### config.mk
export PLATFORM = sky130hd
export DESIGN_NAME = rsi_top
export DESIGN_NICKNAME = d
export VERILOG_FILES = /design/src/hw/rsi_pkg.sv /design/src/hw/rsi_sync.sv /design/src/hw/rsi_top.sv
export SDC_FILE = /design/constraint.sdc
export NUM_CORES = 1
export LEC_CHECK = 0
export BUFFER_PORTS_ARGS = -buffer_cell sky130_fd_sc_hd__buf_2
export CAP_MARGIN = 20
export CORE_AREA = 2 2 68 70
export DETAILED_ROUTE_END_ITERATION = 7
export DIE_AREA = 0 0 70 72
export GPL_ROUTABILITY_DRIVEN = 0
export PLACE_DENSITY = 0.78
export SYNTH_ARGS = -nofsm -noshare
export SYNTH_HDL_FRONTEND = slang
export SYNTH_HIERARCHICAL = 1
export SYNTH_SLANG_ARGS = --single-unit
export TNS_END_PERCENT = 20
### constraint.sdc
create_clock -name mclk -period 1.8 [get_ports mclk]
set_clock_uncertainty 0.2 [all_clocks]
set_input_delay 0.54 -clock mclk [delete_from_list [all_inputs] [get_ports mclk]]
set_output_delay 0.54 -clock mclk [all_outputs]
set_load 0.1 [all_outputs]
### src/hw/rsi_pkg.sv
// Purpose: Shared constants for the reset initial-state block
// Assumes: 8-bit data path, one clock
// Notes: Default values loaded per reset cause
package rsi_pkg;
    localparam int RSI_DW = 8;
    localparam logic [7:0] RSI_PORT_DATA_RST = 8'hff;
    localparam logic [7:0] RSI_PORT_DIR_RST = 8'hff;
    localparam logic [7:0] RSI_PULLUP_RST = 8'h00;
    localparam logic [7:0] RSI_PC_LOW_RST = 8'h00;
    localparam logic [7:0] RSI_INTEN_RST = 8'h00;
    localparam logic [7:0] RSI_TMRCTL_RST = 8'h08;
    localparam int RSI_TMR_ON_BIT = 4;
    localparam logic [6:0] RSI_PRESC_RST = 7'h00;
    localparam logic [5:0] RSI_DOG_RST = 6'h00;
    localparam logic [1:0] RSI_SP_TOP = 2'h0;
endpackage

### src/hw/rsi_sync.sv
// Purpose: Two-stage synchroniser for asynchronous reset requests
// Assumes: Input comes from outside the clock domain
// Notes: Stage one feeds stage two only
`timescale 1ns/1ps
`default_nettype none
module rsi_sync #(
    parameter int W = 2
) (
    // Clock and reset
    input wire logic mclk,
    input wire logic rst,
    // Data
    input wire logic [W-1:0] d,
    output logic [W-1:0] q
);
    logic [W-1:0] s1_ff;
    always_ff @(posedge mclk) begin
        if (rst) begin
            s1_ff <= '0;
            q <= '0;
        end else begin
            s1_ff <= d;
            q <= s1_ff;
        end
    end
endmodule
`default_nettype wire

### src/hw/rsi_top.sv
// Purpose: Reset cause resolution and initial state of core registers
// Assumes: rst is the power-on reset; pin and low-voltage requests are async levels
// Notes: Watchdog time-out and sleep state come from same-clock logic
`timescale 1ns/1ps
`default_nettype none
// Operation
// - Power-on reset clears both the power-down flag and the time-out flag.
// - A pin or low-voltage reset while running leaves both flags unchanged.
// - A watchdog time-out while running sets the time-out flag and keeps the power-down flag.
// - A watchdog time-out while idle or asleep sets both flags.
// - Every reset disables all interrupt sources.
// - Every reset clears the watchdog counter, which then counts at once.
// - Every reset switches the timer/event counter off.
// - Every reset clears the timer prescaler.
// - A non-sleep reset sets port data and direction to all ones and clears pull-ups.
// - Every reset points the stack pointer at the top of the return stack.
// - All causes but a sleep watchdog load the same defaults; that one keeps ports and timer control bar its on bit; all clear the PC low byte.
module rsi_top
    import rsi_pkg::*;
#(
    parameter int NPORT = 4,
    parameter int SP_W = 2
) (
    // Clock and power-on reset
    input wire logic mclk,
    input wire logic rst,
    // Reset requests
    input wire logic external_reset_pin_n,
    input wire logic low_voltage_reset,
    input wire logic watchdog_timeout,
    input wire logic sleep_mode,
    // Software flag set and clear (e.g. sleep entry sets power-down, clear-watchdog clears both)
    input wire logic sw_set_power_down,
    input wire logic sw_clr_flags,
    // Watchdog tick enable
    input wire logic watchdog_tick,
    // Status flags
    output logic power_down_flag,
    output logic timeout_flag,
    // Core state
    output logic core_reset,
    output logic [rsi_pkg::RSI_DW-1:0] program_counter_low,
    output logic [SP_W-1:0] stack_ptr,
    output logic [rsi_pkg::RSI_DW-1:0] int_enable,
    output logic [rsi_pkg::RSI_DW-1:0] timer_ctrl,
    output logic [6:0] prescaler,
    output logic [5:0] watchdog_counter,
    output logic [NPORT*rsi_pkg::RSI_DW-1:0] port_data,
    output logic [NPORT*rsi_pkg::RSI_DW-1:0] port_dir,
    output logic [NPORT*rsi_pkg::RSI_DW-1:0] port_pullup
);
    import rsi_pkg::*;

    logic [1:0] async_req;
    logic pin_req;
    logic lowv_req;
    logic pin_rst;
    logic dog_run;
    logic dog_idle;
    logic any_rst;
    logic full_rst;
    logic nxt_power_down;
    logic nxt_to;
    logic tmr_on;

    rsi_sync #(.W(2)) u_sync (
        .mclk(mclk),
        .rst(rst),
        .d({~external_reset_pin_n, low_voltage_reset}),
        .q(async_req)
    );

    assign pin_req = async_req[1];
    assign lowv_req = async_req[0];
    assign pin_rst = pin_req | lowv_req;
    // Pin or supply reset outranks a simultaneous watchdog time-out
    assign dog_run = watchdog_timeout & ~sleep_mode & ~pin_rst;
    assign dog_idle = watchdog_timeout & sleep_mode & ~pin_rst;
    assign any_rst = rst | pin_rst | watchdog_timeout;
    // Causes that restore full defaults (all but sleep watchdog)
    assign full_rst = rst | pin_rst | dog_run;
    assign tmr_on = timer_ctrl[RSI_TMR_ON_BIT];

    // Flag update: hardware set wins over software clear
    always_comb begin
        nxt_power_down = power_down_flag;
        nxt_to = timeout_flag;
        if (sw_clr_flags) begin
            nxt_power_down = 1'b0;
            nxt_to = 1'b0;
        end
        if (sw_set_power_down) begin
            nxt_power_down = 1'b1;
        end
        if (pin_rst) begin
            nxt_power_down = power_down_flag;
            nxt_to = timeout_flag;
        end else if (dog_idle) begin
            nxt_power_down = 1'b1;
            nxt_to = 1'b1;
        end else if (dog_run) begin
            nxt_to = 1'b1;
            nxt_power_down = power_down_flag;
        end
    end

    always_ff @(posedge mclk) begin
        if (rst) begin
            power_down_flag <= 1'b0;
            timeout_flag <= 1'b0;
        end else begin
            power_down_flag <= nxt_power_down;
            timeout_flag <= nxt_to;
        end
    end

    // Core reset strobe, high the cycle after any cause
    always_ff @(posedge mclk) begin
        if (rst) begin
            core_reset <= 1'b1;
        end else begin
            core_reset <= pin_rst | watchdog_timeout;
        end
    end

    // Program counter and stack pointer, cleared by every cause
    always_ff @(posedge mclk) begin
        if (any_rst) begin
            program_counter_low <= RSI_PC_LOW_RST;
            stack_ptr <= SP_W'(RSI_SP_TOP);
        end
    end

    // Interrupt enables clear and timer control keeps all but its on bit on sleep watchdog reset
    always_ff @(posedge mclk) begin
        if (full_rst) begin
            int_enable <= RSI_INTEN_RST;
            timer_ctrl <= RSI_TMRCTL_RST;
        end else if (dog_idle) begin
            int_enable <= RSI_INTEN_RST;
            timer_ctrl[RSI_TMR_ON_BIT] <= 1'b0;
        end
    end

    // Prescaler runs while the timer is on
    always_ff @(posedge mclk) begin
        if (any_rst) begin
            prescaler <= RSI_PRESC_RST;
        end else if (tmr_on) begin
            prescaler <= prescaler + 7'h01;
        end
    end

    // Watchdog clears on reset then counts without software help
    always_ff @(posedge mclk) begin
        if (any_rst || sw_clr_flags) begin
            watchdog_counter <= RSI_DOG_RST;
        end else if (watchdog_tick) begin
            watchdog_counter <= watchdog_counter + 6'h01;
        end
    end

    // Per-port I/O defaults
    genvar gi;
    generate
        for (gi = 0; gi < NPORT; gi++) begin : g_port
            always_ff @(posedge mclk) begin
                if (full_rst) begin
                    port_data[gi*RSI_DW +: RSI_DW] <= RSI_PORT_DATA_RST;
                    port_dir[gi*RSI_DW +: RSI_DW] <= RSI_PORT_DIR_RST;
                    port_pullup[gi*RSI_DW +: RSI_DW] <= RSI_PULLUP_RST;
                end
            end
        end
    endgenerate
endmodule
`default_nettype wire

==> impl_metrics.tcl <==
set metrics [dict create \
    synthesis.area_um2 1483 \
    first_pass_iters 2 \
    wl_met1_um 459 \
    pre_cts_slack_ns -0.1258 \
    gr-total-overflow 0 \
    grt_pass1_vias 423 \
    wl_met2_um 795 \
    syn_area_per_cell_um2 8.283 \
    wl_um 1586 \
    cp_data_arrival_time_ns 1.01 \
    comb_power_share_pct 69.3 \
    ant_nets 0 \
    nNetsFinal 209 \
    worstSkewPairLatency_ns 0.24 \
    fin_setup_tns_ns 0 \
    yosysTopAreaCell "buf_4" \
    min_from "u_sync/s1_ff[1]$_SDFF_PP0_" \
    wl_per_cell_um 6.344 \
    die_area_um2 5040 \
    ys_ff_latch 13 \
    synth_top_family_by_area "buffers and inverters" \
    clock_path_buffers 2 \
    end_kind "primary output" \
    regToRegSetupSlack_ns 0.17 \
    ir_drop_v 0.0004856 \
    max-cap-violations 0 \
    hold_viol_final 0 \
    yosys-top-cells-count "buf_4 (129), dfxtp_1 (13), nor2b_1 (5)" \
    required_ns 1.06 \
    fmax_ghz 0.5716 \
    dp_hpwl_um 1452 \
    antenna_found_initial 0 \
    area_growth_pct -13.76 \
    num_rows 24 \
    min_delay_worst_endpoint "u_sync/q[1]$_SDFF_PP0_" \
    start_util_pct 34.77 \
    holdPathStages 1 \
    synth_cells 179 \
    post-cts-setup-buffers 0 \
    crit_family "buffers and inverters" \
    rsz0062_at_grt "false" \
    muxShareOfSynthArea_pct 1.435 \
    cts.repair.resized 0 \
    die_h_um 72 \
    cts_buffers 3 \
    synth_ff_type "dfxtp_1" \
    p_per_area_nw_per_um2 1416 \
    wl_met3_um 331 \
    p_leak_uw 0.0007198 \
    worst_slack_ns 0.05052 \
    period_share_pct 97.19 \
    core_um2 4264 \
    yosys.area_share.simple_pct 8.861 \
    cts_hold_buffers 0 \
    diodes 0 \
    cts-root-buf "clkbuf_8" \
    die_w_um 70 \
    crit_fanout 2 \
    timing.final.crit_period_ns 1.749 \
    cts.sinks 13 \
    fin_util_pct 29.99 \
    hold_class "flip-flop to flip-flop" \
    grt_start_max_net_pins 8 \
    cts_tree "yes" \
    synth_xor_xnor_area_share_pct 2.363 \
    slowest_stage "buf_2" \
    fin_area_um2 1279 \
    setup_violations 0 \
    synthArstFlopShare_pct 0 \
    pwr-share-seq_pct 16.8 \
    intPower_uw 480.6 \
    drtIter0Drc 14 \
    gr-usage-all-layers_pct 4.628 \
    swShare_pct 73.46 \
    place_area_um2 1234 \
    yosysMostFrequentCell "buf_4" \
    cts.clk_slew.worst_paths_ns 0.05 \
    vias_per_cell 2.916 \
    synth_top_area_share_pct 65.32 \
    power.share.clock_pct 13.9 \
    slowest_delay_ns 0.43 \
    drive_gt1_share_pct 17.68 \
    via_count 729 \
    grt_pass1_wl_um 1794 \
    pin_count 147 \
    critPathLaunchType "flip-flop" \
    critical_path_class "flip-flop to primary output" \
    power_uw 1811 \
    ys_seq_area_share_pct 17.55 \
    status "finished, final reports clean" \
    top_layer_used "met3" \
    drt_drc_violations_left 0 \
    port-buffer-count 17 \
    crit_buf_inv 1 \
    synth_edf_count 0 \
    p_switching_uw 1330 \
    drv_slew 0 \
    rr_endpoint "watchdog_counter[0]$_SDFFE_PP0P_" \
    ys_warn_count 6 \
    ys_types 24 \
    synth_fa_ha_area_share_pct 0.8439 \
    synth.area.top_cells "buf_4 (65%), dfxtp_1 (18%), nor2b_1 (2.1%)" \
    r2r_cells 3 \
    path_cells "buf_2" \
    h-tree-depth 1 \
    worstReg2RegStart "u_sync/q[0]$_SDFF_PP0_" \
    synth_compound_area_share_pct 2.110 \
]
how the worst max path moves through the flow:
stage                                      start                                to  slack [ns]  depth (start not counted)
floorplan                       watchdog_timeout  watchdog_counter[1]$_SDFFE_PP0P_        0.09                          4
global placement                watchdog_timeout  watchdog_counter[1]$_SDFFE_PP0P_       -0.09                          4
detailed placement              watchdog_timeout  watchdog_counter[1]$_SDFFE_PP0P_       -0.13                          4
CTS                 power_down_flag$_SDFFE_PP0P_                   power_down_flag        0.05                          1
global route        power_down_flag$_SDFFE_PP0P_                   power_down_flag        0.03                          1
finish              power_down_flag$_SDFFE_PP0P_                   power_down_flag        0.05                          1
routing by layer:
layer / global-route usage, % / vias to the layer above
met5: 0 / -
met4: 1.282 / 0
met3: 3.750 / 0
met2: 7.831 / 81
met1: 4.315 / 316
li1: - / 332
area by class of cell:
type	instances	area [um2]
Inverter	1	3.754
Fill cell	485	2985
Timing Repair Buffer	18	182.7
Clock buffer	4	45.04
Multi-Input combinational cell	162	715.7
Sequential cell	13	266.5
Tap cell	52	65.06
power by group through the flow:
stage          combinational (uW)  clock, uW  sequential [uW]
5_1_grt                      1270        286              304
3_3_place_gp                 1250          0              309
6_report                     1260        252              304
2_1_floorplan                1400          0              350
3_5_place_dp                 1250          0              309
4_1_cts                      1250        263              303
through the flow:
stage / instances / hold slack (ns)
final: 250 / 0.2398
after floorplan: 306 / 0.2138
after global placement: 246 / 0.2180
after global routing: 250 / 0.2604
after detailed placement: 246 / 0.2374
after CTS: 250 / 0.2418
sequential cells by signal, summed over array words and instances, names as in the netlist:
| name | cells |
|---|---|
| u_sync/q | 2 |
| watchdog_counter | 6 |
| core_reset | 1 |
| timeout_flag | 1 |
| power_down_flag | 1 |
| u_sync/s1_ff | 2 |
placed cells by master (no fill, tap or decap), types with 2 or more instances in the layout:
cell type,instances
nor2_2,4
buf_12,6
conb_1,129
nand4_1,2
xor2_1,3
dfxtp_1,8
o21ai_0,2
nand2_1,3
nor2_1,2
clkbuf_8,3
buf_2,11
dfxtp_2,5
nor2b_1,5
cells by family after synthesis:
logic type	count (synthesis)
buffers and inverters	131
AND/OR/NAND/NOR	21
flip-flops	13
AO/OA/AOI/OAI	5
XOR/XNOR	4
other	2
multiplexers	2
adder cells (fa/ha/maj)	1
Power figures use the tool's default switching activity.
